<file path="src/hw/adcseq_pkg.sv">
// Purpose: Constants shared by the converter sequencer files.
// Assumes: System clock of 40 MHz; conversion times are counted in its periods.
// Notes:   Control and status bits are plain ports, there is no register bus.
//
// Operation
// Software-start mode plus start bit begins conversion
// Completion stores result, sets end flag, interrupt
// Start bit clears itself once conversion starts
// Software waits for end before restarting
// Repeat mode start begins continuous conversions
// Repeat mode restarts after every completion
// Disable code halts conversion, discards partial result
// Result read clears end flag; restart clears too
// Result stored only after selected conversion time
// Standby aborts, resets controls, clears results
// No automatic resume after leaving standby
// Standby disconnects the reference ladder
// Result is unsigned ten bits
// Software programs fields before setting start bit
// Busy flag follows conversion, clears in standby
// Upper result read clears end flag
// Conversion time codes select 39 to 1248 periods
// Channel codes 0 to 7 valid, others reserved
// Start ignored while mode is disabled
package adcseq_pkg;

    localparam int unsigned RESULT_W  = 10;
    localparam int unsigned CHAN_W    = 4;
    localparam int unsigned CTIME_W   = 3;
    localparam int unsigned CNT_W     = 11;

    localparam logic [1:0] MODE_DISABLE  = 2'h0;
    localparam logic [1:0] MODE_SOFTWARE = 2'h1;
    localparam logic [1:0] MODE_REPEAT   = 2'h3;

    localparam logic [CTIME_W-1:0] CTIME_39   = 3'h0;
    localparam logic [CTIME_W-1:0] CTIME_78   = 3'h2;
    localparam logic [CTIME_W-1:0] CTIME_156  = 3'h3;
    localparam logic [CTIME_W-1:0] CTIME_312  = 3'h4;
    localparam logic [CTIME_W-1:0] CTIME_624  = 3'h5;
    localparam logic [CTIME_W-1:0] CTIME_1248 = 3'h6;

    localparam logic [CNT_W-1:0] CYC_39   = 11'h027;
    localparam logic [CNT_W-1:0] CYC_78   = 11'h04e;
    localparam logic [CNT_W-1:0] CYC_156  = 11'h09c;
    localparam logic [CNT_W-1:0] CYC_312  = 11'h138;
    localparam logic [CNT_W-1:0] CYC_624  = 11'h270;
    localparam logic [CNT_W-1:0] CYC_1248 = 11'h4e0;

    localparam logic [CHAN_W-1:0]   CHAN_RESET  = 4'h0;
    localparam logic [1:0]          MODE_RESET  = 2'h0;
    localparam logic [CTIME_W-1:0]  CTIME_RESET = 3'h0;
    localparam logic [RESULT_W-1:0] RESULT_RESET = 10'h000;

    typedef enum logic [1:0] {
        ADCSEQ_IDLE,
        ADCSEQ_CONVERT
    } adcseq_state_t;

endpackage

</file>
<file path="src/hw/adcseq_timer.sv">
// Purpose: Counts the selected conversion time and flags its end.
// Assumes: Same clock as the sequencer; load restarts the count.
// Notes:   Reserved time codes fall back to the longest time.
`timescale 1ns/100ps
module adcseq_timer (
    input  wire logic                              clk_sys_i,
    input  wire logic                              rst_i,
    input  wire logic                              load_i,
    input  wire logic                              abort_i,
    input  wire logic [adcseq_pkg::CTIME_W-1:0]    ctime_i,
    output logic                                   expire_o
);

    logic [adcseq_pkg::CNT_W-1:0] remain;
    logic                         running;

    // Map the time code to a cycle count.
    function automatic logic [adcseq_pkg::CNT_W-1:0] cycles_of(input logic [adcseq_pkg::CTIME_W-1:0] code);
        case (code)
            adcseq_pkg::CTIME_39:   cycles_of = adcseq_pkg::CYC_39;
            adcseq_pkg::CTIME_78:   cycles_of = adcseq_pkg::CYC_78;
            adcseq_pkg::CTIME_156:  cycles_of = adcseq_pkg::CYC_156;
            adcseq_pkg::CTIME_312:  cycles_of = adcseq_pkg::CYC_312;
            adcseq_pkg::CTIME_624:  cycles_of = adcseq_pkg::CYC_624;
            default:                cycles_of = adcseq_pkg::CYC_1248;
        endcase
    endfunction

    always_ff @(posedge clk_sys_i or posedge rst_i) begin
        if (rst_i) begin
            remain   <= '0;
            running  <= 1'b0;
            expire_o <= 1'b0;
        end else begin
            expire_o <= 1'b0;
            if (abort_i) begin
                running <= 1'b0;
            end else if (load_i) begin
                remain  <= cycles_of(ctime_i) - 11'h001;
                running <= 1'b1;
            end else if (running) begin
                if (remain == 11'h001) begin
                    expire_o <= 1'b1;
                    running  <= 1'b0;
                end
                remain <= remain - 11'h001;
            end
        end
    end

endmodule

</file>
<file path="src/hw/adcseq_top.sv">
// Purpose: Conversion sequencer of a ten-bit successive-approximation converter.
// Assumes: Control fields arrive as write strobes with data; the analog core
//          delivers its code on sample_code_i, valid when the time expires.
// Notes:   Standby reinitialises everything and blocks writes while held.
`timescale 1ns/100ps
module adcseq_top (
    input  wire logic                                clk_sys_i,
    input  wire logic                                rst_i,
    input  wire logic                                ctrl_one_wr_i,
    input  wire logic                                start_wr_i,
    input  wire logic [1:0]                          conv_mode_field_i,
    input  wire logic                                analog_input_disable_i,
    input  wire logic [adcseq_pkg::CHAN_W-1:0]       channel_select_field_i,
    input  wire logic                                ctrl_two_wr_i,
    input  wire logic [adcseq_pkg::CTIME_W-1:0]      conv_time_field_i,
    input  wire logic                                ladder_connect_ctrl_i,
    input  wire logic                                result_upper_rd_i,
    input  wire logic                                standby_i,
    input  wire logic [adcseq_pkg::RESULT_W-1:0]     sample_code_i,
    output logic                                     conv_start_bit_o,
    output logic [1:0]                               conv_mode_field_o,
    output logic                                     analog_input_disable_o,
    output logic [adcseq_pkg::CHAN_W-1:0]            channel_select_field_o,
    output logic [adcseq_pkg::CTIME_W-1:0]           conv_time_field_o,
    output logic                                     ladder_connect_ctrl_o,
    output logic [adcseq_pkg::RESULT_W-1:0]          result_o,
    output logic                                     conv_end_flag_o,
    output logic                                     conv_busy_flag_o,
    output logic                                     conv_done_irq_o,
    output logic                                     ladder_on_o,
    output logic                                     sample_o,
    output logic [2:0]                               mux_sel_o
);

    //--------------------------------------------------------------------------
    // Synchronised standby level
    //--------------------------------------------------------------------------
    logic standby_meta;
    logic standby;

    always_ff @(posedge clk_sys_i or posedge rst_i) begin
        if (rst_i) begin
            standby_meta <= 1'b0;
            standby      <= 1'b0;
        end else begin
            standby_meta <= standby_i;
            standby      <= standby_meta;
        end
    end

    //--------------------------------------------------------------------------
    // Sequencer state
    //--------------------------------------------------------------------------
    adcseq_pkg::adcseq_state_t state;
    logic                      expire;
    logic                      begin_conv;
    logic                      halt;
    logic                      finish;
    logic                      restart;

    // The mode decodes are shared by the start, restart and flag logic.
    function automatic logic mode_enabled(input logic [1:0] mode);
        return mode != adcseq_pkg::MODE_DISABLE;
    endfunction

    function automatic logic mode_repeats(input logic [1:0] mode);
        return mode == adcseq_pkg::MODE_REPEAT;
    endfunction

    // Start request is taken only in an enabled mode and outside standby.
    assign begin_conv = conv_start_bit_o && !standby
                        && mode_enabled(conv_mode_field_o)
                        && state == adcseq_pkg::ADCSEQ_IDLE;
    assign halt   = standby || !mode_enabled(conv_mode_field_o);
    assign finish = expire && state == adcseq_pkg::ADCSEQ_CONVERT && !halt;
    // A repeat-mode completion reloads the timer at once so no cycle is lost.
    assign restart = finish && mode_repeats(conv_mode_field_o);

    adcseq_timer u_timer (
        .clk_sys_i (clk_sys_i),
        .rst_i     (rst_i),
        .load_i    (begin_conv || restart),
        .abort_i   (halt),
        .ctime_i   (conv_time_field_o),
        .expire_o  (expire)
    );

    always_ff @(posedge clk_sys_i or posedge rst_i) begin
        if (rst_i) begin
            state <= adcseq_pkg::ADCSEQ_IDLE;
        end else begin
            case (state)
                adcseq_pkg::ADCSEQ_IDLE: begin
                    if (begin_conv) begin
                        state <= adcseq_pkg::ADCSEQ_CONVERT;
                    end
                end
                adcseq_pkg::ADCSEQ_CONVERT: begin
                    if (halt) begin
                        state <= adcseq_pkg::ADCSEQ_IDLE;
                    end else if (finish && !mode_repeats(conv_mode_field_o)) begin
                        state <= adcseq_pkg::ADCSEQ_IDLE;
                    end
                end
                default: state <= adcseq_pkg::ADCSEQ_IDLE;
            endcase
        end
    end

    //--------------------------------------------------------------------------
    // Control register one
    //--------------------------------------------------------------------------
    always_ff @(posedge clk_sys_i or posedge rst_i) begin
        if (rst_i) begin
            conv_mode_field_o      <= adcseq_pkg::MODE_RESET;
            analog_input_disable_o <= 1'b0;
            channel_select_field_o <= adcseq_pkg::CHAN_RESET;
        end else if (standby) begin
            conv_mode_field_o      <= adcseq_pkg::MODE_RESET;
            analog_input_disable_o <= 1'b0;
            channel_select_field_o <= adcseq_pkg::CHAN_RESET;
        end else if (ctrl_one_wr_i) begin
            conv_mode_field_o      <= conv_mode_field_i;
            analog_input_disable_o <= analog_input_disable_i;
            channel_select_field_o <= channel_select_field_i;
        end
    end

    // The start bit holds for one cycle after each start write, then clears itself.
    always_ff @(posedge clk_sys_i or posedge rst_i) begin
        if (rst_i) begin
            conv_start_bit_o <= 1'b0;
        end else if (standby) begin
            conv_start_bit_o <= 1'b0;
        end else if (start_wr_i) begin
            conv_start_bit_o <= 1'b1;
        end else begin
            conv_start_bit_o <= 1'b0;
        end
    end

    //--------------------------------------------------------------------------
    // Control register two
    //--------------------------------------------------------------------------
    // Writes are ignored while standby holds, so the fields stay at reset.
    always_ff @(posedge clk_sys_i or posedge rst_i) begin
        if (rst_i) begin
            conv_time_field_o     <= adcseq_pkg::CTIME_RESET;
            ladder_connect_ctrl_o <= 1'b0;
        end else if (standby) begin
            conv_time_field_o     <= adcseq_pkg::CTIME_RESET;
            ladder_connect_ctrl_o <= 1'b0;
        end else if (ctrl_two_wr_i) begin
            conv_time_field_o     <= conv_time_field_i;
            ladder_connect_ctrl_o <= ladder_connect_ctrl_i;
        end
    end

    //--------------------------------------------------------------------------
    // Result, flags and completion pulse
    //--------------------------------------------------------------------------
    always_ff @(posedge clk_sys_i or posedge rst_i) begin
        if (rst_i) begin
            result_o <= adcseq_pkg::RESULT_RESET;
        end else if (standby) begin
            result_o <= adcseq_pkg::RESULT_RESET;
        end else if (finish) begin
            result_o <= sample_code_i;
        end
    end

    // A completion in the same cycle as a clearing read wins.
    always_ff @(posedge clk_sys_i or posedge rst_i) begin
        if (rst_i) begin
            conv_end_flag_o <= 1'b0;
        end else if (standby) begin
            conv_end_flag_o <= 1'b0;
        end else if (finish) begin
            conv_end_flag_o <= 1'b1;
        end else if (result_upper_rd_i || begin_conv) begin
            conv_end_flag_o <= 1'b0;
        end
    end

    // The completion pulse lasts one cycle for every stored result.
    always_ff @(posedge clk_sys_i or posedge rst_i) begin
        if (rst_i) begin
            conv_done_irq_o <= 1'b0;
        end else begin
            conv_done_irq_o <= finish;
        end
    end

    // Busy is set on a start and cleared on a single finish or a halt.
    always_ff @(posedge clk_sys_i or posedge rst_i) begin
        if (rst_i) begin
            conv_busy_flag_o <= 1'b0;
        end else if (halt) begin
            conv_busy_flag_o <= 1'b0;
        end else if (begin_conv) begin
            conv_busy_flag_o <= 1'b1;
        end else if (finish && !mode_repeats(conv_mode_field_o)) begin
            conv_busy_flag_o <= 1'b0;
        end
    end

    //--------------------------------------------------------------------------
    // Analog core controls
    //--------------------------------------------------------------------------
    // The ladder is cut in standby so no current reaches the reference supply.
    always_ff @(posedge clk_sys_i or posedge rst_i) begin
        if (rst_i) begin
            ladder_on_o <= 1'b0;
            sample_o    <= 1'b0;
            mux_sel_o   <= 3'h0;
        end else begin
            ladder_on_o <= !standby && (ladder_connect_ctrl_o
                           || state == adcseq_pkg::ADCSEQ_CONVERT || begin_conv);
            sample_o    <= begin_conv || restart;
            mux_sel_o   <= channel_select_field_o[2:0];
        end
    end

endmodule

</file>
<file path="config.mk">
export PLATFORM = sky130hd
export DESIGN_NAME = adcseq_top
export DESIGN_NICKNAME = d
export VERILOG_FILES = /design/src/hw/adcseq_pkg.sv /design/src/hw/adcseq_timer.sv /design/src/hw/adcseq_top.sv
export SDC_FILE = /design/constraint.sdc
export NUM_CORES = 1
export LEC_CHECK = 0
export BUFFER_PORTS_ARGS = -buffer_cell sky130_fd_sc_hd__buf_2
export CAP_MARGIN = 40
export CORE_MARGIN = 5
export CORE_UTILIZATION = 48
export DETAILED_ROUTE_END_ITERATION = 10
export PLACE_DENSITY = 0.82
export SETUP_SLACK_MARGIN = 0.3
export SYNTH_ARGS = -nofsm -noshare
export SYNTH_HDL_FRONTEND = slang
export SYNTH_SLANG_ARGS = --single-unit
</file>
<file path="constraint.sdc">
create_clock -name clk_sys_i -period 3.7 [get_ports clk_sys_i]
set_clock_uncertainty 0.1 [all_clocks]
set_input_delay 0.925 -clock clk_sys_i [delete_from_list [all_inputs] [get_ports clk_sys_i]]
set_output_delay 0.925 -clock clk_sys_i [all_outputs]
set_load 0.02 [all_outputs]
</file>
==> run metrics <==
run status=finished clean; post-CTS setup buffers=0; largest cells by area after synthesis=dfrtp_1, mux2i_1, nor2_1; cell type contributing the most total cell area after synthesis=dfrtp_1; sink of the worst hold path=standby; worst-case headroom to the max-slew limit=49.1%; number of antenna diodes=0; share of layout cells above drive strength 1=29.7%; clock network latency to the later pin of the worst-skew pair=0.30 ns; Root Driver=clkbuf_8; DR iter-0 viols=67; nets in the synthesized netlist=234; post-route ant nets=0; Ports=58; FF/Latch Area=1150 µm²; total negative slack=0 ns; time the worst path needs with I/O delays and setup=2.18 ns; most frequent cell after synthesis=dfrtp_1; number of buffers inserted for hold repair after clock tree synthesis=0; Die Y=77.0 µm; number of flip-flops and latches in the synthesized netlist=46; die area=5930 µm²; CP Data Arrival Time=2.23 ns; number of instances resized during post-cts repair=0; Final setup viols=0; largest vdd supply drop=0.314 mV; number of antenna violations at the first check in global routing=0; synthesized area per cell=10.6 µm²; H-Tree Depth=2; area of placed instances=2450 µm²; Setup crit end kind=flop; path depth of the worst reg2reg path=4; worst hold path stage count=0; largest net degree at the start of global routing=28; worst setup slack for register-to-register paths=1.52 ns; via count of the first global-routing pass=1628; combined global-route utilization of all metal layers=15.3%; count of vias placed by the detailed router=1601; gate count after technology mapping=203; RSZ-0062 raised after global routing=no; routed wirelength normalized by instance count=14.1 µm; cts bufs inserted=5; placeable core area=4350 µm²; timing-limited maximum frequency=460 MHz; share of the synthesized area in the top cell type=53.4%; largest buffer count on any clock path=2; quantity of I/O buffers inserted on ports=57; per-cell via count in the routed design=5.20; P_leak=1.24 nW; First-pass DRT Iterations=4; area of the multi-input gates=915 µm²; TritonCTS clock tree=yes; final weighted congestion in routability-driven placement=0.763; cell area power density=456 nW/µm²; Max Transition Viols Final=0; transition time of the tightest slew-check pin=0.764 ns; number of sinks handled by clock tree synthesis=46; standard-cell row count=24; required time of the critical path=3.76 ns; hold wc startpoint=standby_meta; sequential share of the synthesized area=53.4%; Design Area, Final=2540 µm²; DRC errors left=0; startpoint kind of the worst setup timing path=flop; yosys warns=0; initial cell density of the core=49.5%; final wirelength=4330 µm; Reg-to-Reg End=result_o[3]; worst setup path class=reg2reg; most used standard cells in the synthesized netlist=dfrtp_1, nor2_1, mux2i_1, nand2_1, o21ai_0; grt total ovfl=0; # Max-Cap Violations=0; Post-Synthesis Cell Area=2160 µm²; final clock period utilization by the worst path=58.8%; fin nets=286; hpwl dp=3290 µm; area delta synth->final=17.8%; Unique masters post-synth=43; Most used DFF post-synth=dfrtp_1; proportion of register bits with asynchronous set or reset after synthesis=100%; number of inserted filler cells in the final layout=377; Die Width=77.0 µm; maximum fanout along the worst path=27; Clock transition at path regs=0.09 ns; number of flops mapped to enable cells by yosys=0; path class of the lowest-slack min-delay path=reg2reg; wire length of the first global-routing pass=7250 µm; beginning of the worst register-to-register path=standby; final count of hold timing violations=0
==> routing by layer <==
| layer | global-route usage (%) | share of wire, % | routed length [µm] | vias to the layer above |
|---|---|---|---|---|
| li1 | - | - | - | 802 |
| met1 | 18.5 | 44 | 1890 | 755 |
| met2 | 25.5 | 49 | 2140 | 38 |
| met3 | 3.51 | 5.3 | 228 | 6 |
| met4 | 7.22 | 1.8 | 77 | 0 |
| met5 | 0 | 0 | 0 | - |
==> sequential cells by signal, summed over array words and instances (netlist names) <==
signal,cells
standby_meta,1
sample_o,1
conv_end_flag_o,1
analog_input_disable_o,1
conv_start_bit_o,1
ladder_connect_ctrl_o,1
result_o,10
conv_time_field_o,3
standby,1
ladder_on_o,1
conv_done_irq_o,1
state,1
conv_busy_flag_o,1
u_timer.remain,11
mux_sel_o,3
conv_mode_field_o,2
u_timer.running,1
u_timer.expire_o,1
channel_select_field_o,4
==> cell type report <==
type | instances | share of cell area (%)
clock buffers | 6 | 2.86
flip-flops and latches | 46 | 45.3
well taps | 52 | 2.56
inverters | 5 | 0.739
multi-input cells | 139 | 36.0
repair buffers | 58 | 12.0
clock inverters | 2 | 0.542
==> kinds of logic after synthesis <==
kind of cell	synth area share, %
fa+ha+maj	1.74
xor+xnor	3.25
compound gates	10.2
flops	53.4
mux	8.47
simple gates	18.8
buf+inv	4.23
==> worst max path at each step <==
| stage | startpoint | to | slack [ns] | depth (start not counted) |
|---|---|---|---|---|
| 6_report | standby | result_o[3] | 1.52 | 4 |
| 5_1_grt | standby | result_o[3] | 1.31 | 4 |
| 4_1_cts | standby | result_o[3] | 1.52 | 4 |
| 3_5_place_dp | standby | result_o[3] | 1.52 | 4 |
| 3_3_place_gp | standby | result_o[9] | 1.61 | 5 |
| 2_1_floorplan | rst_i | analog_input_disable_o | 1.59 | 1 |
==> layout by cell type, fill, tap and decap left out, types with 4 or more instances in the layout <==
cell	count
clkbuf_8	5
nor2_1	18
dfrtp_1	46
mux2i_1	16
inv_1	4
o21ai_0	12
nand2b_1	10
nand4_1	5
xor2_1	5
buf_2	57
o21ai_1	4
a21oi_1	7
nand3_1	6
nand2_1	16
==> critical path: stages (launching register included) <==
cell and delay, ns:
dfrtp_1 0.67, o21ba_2 0.51, nand3_1 0.15, inv_1 0.41
o21ai_0 0.20
==> report_power, final <==
group	internal, mW	leakage [nW]	switching [mW]
Sequential	0.559	0.607	0.0719
Combinational	0.111	0.587	0.121
Clock	0.133	0.0452	0.162
==> metrics by stage <==
step | setup slack (ns) | power, mW | hold slack (ns) | cells | util, %
6_report | 1.52 | 1.16 | 0.261 | 308 | 58.4
5_1_grt | 1.31 | 1.23 | 0.273 | 308 | 58.4
3_5_place_dp | 1.52 | 0.872 | 0.239 | 300 | 56.4
4_1_cts | 1.52 | 1.17 | 0.262 | 308 | 58.4
2_1_floorplan | 1.59 | 0.804 | 0.231 | 203 | -
3_3_place_gp | 1.61 | 0.860 | 0.232 | 299 | 55.9
No activity file was read; power rests on OpenSTA's default activity.
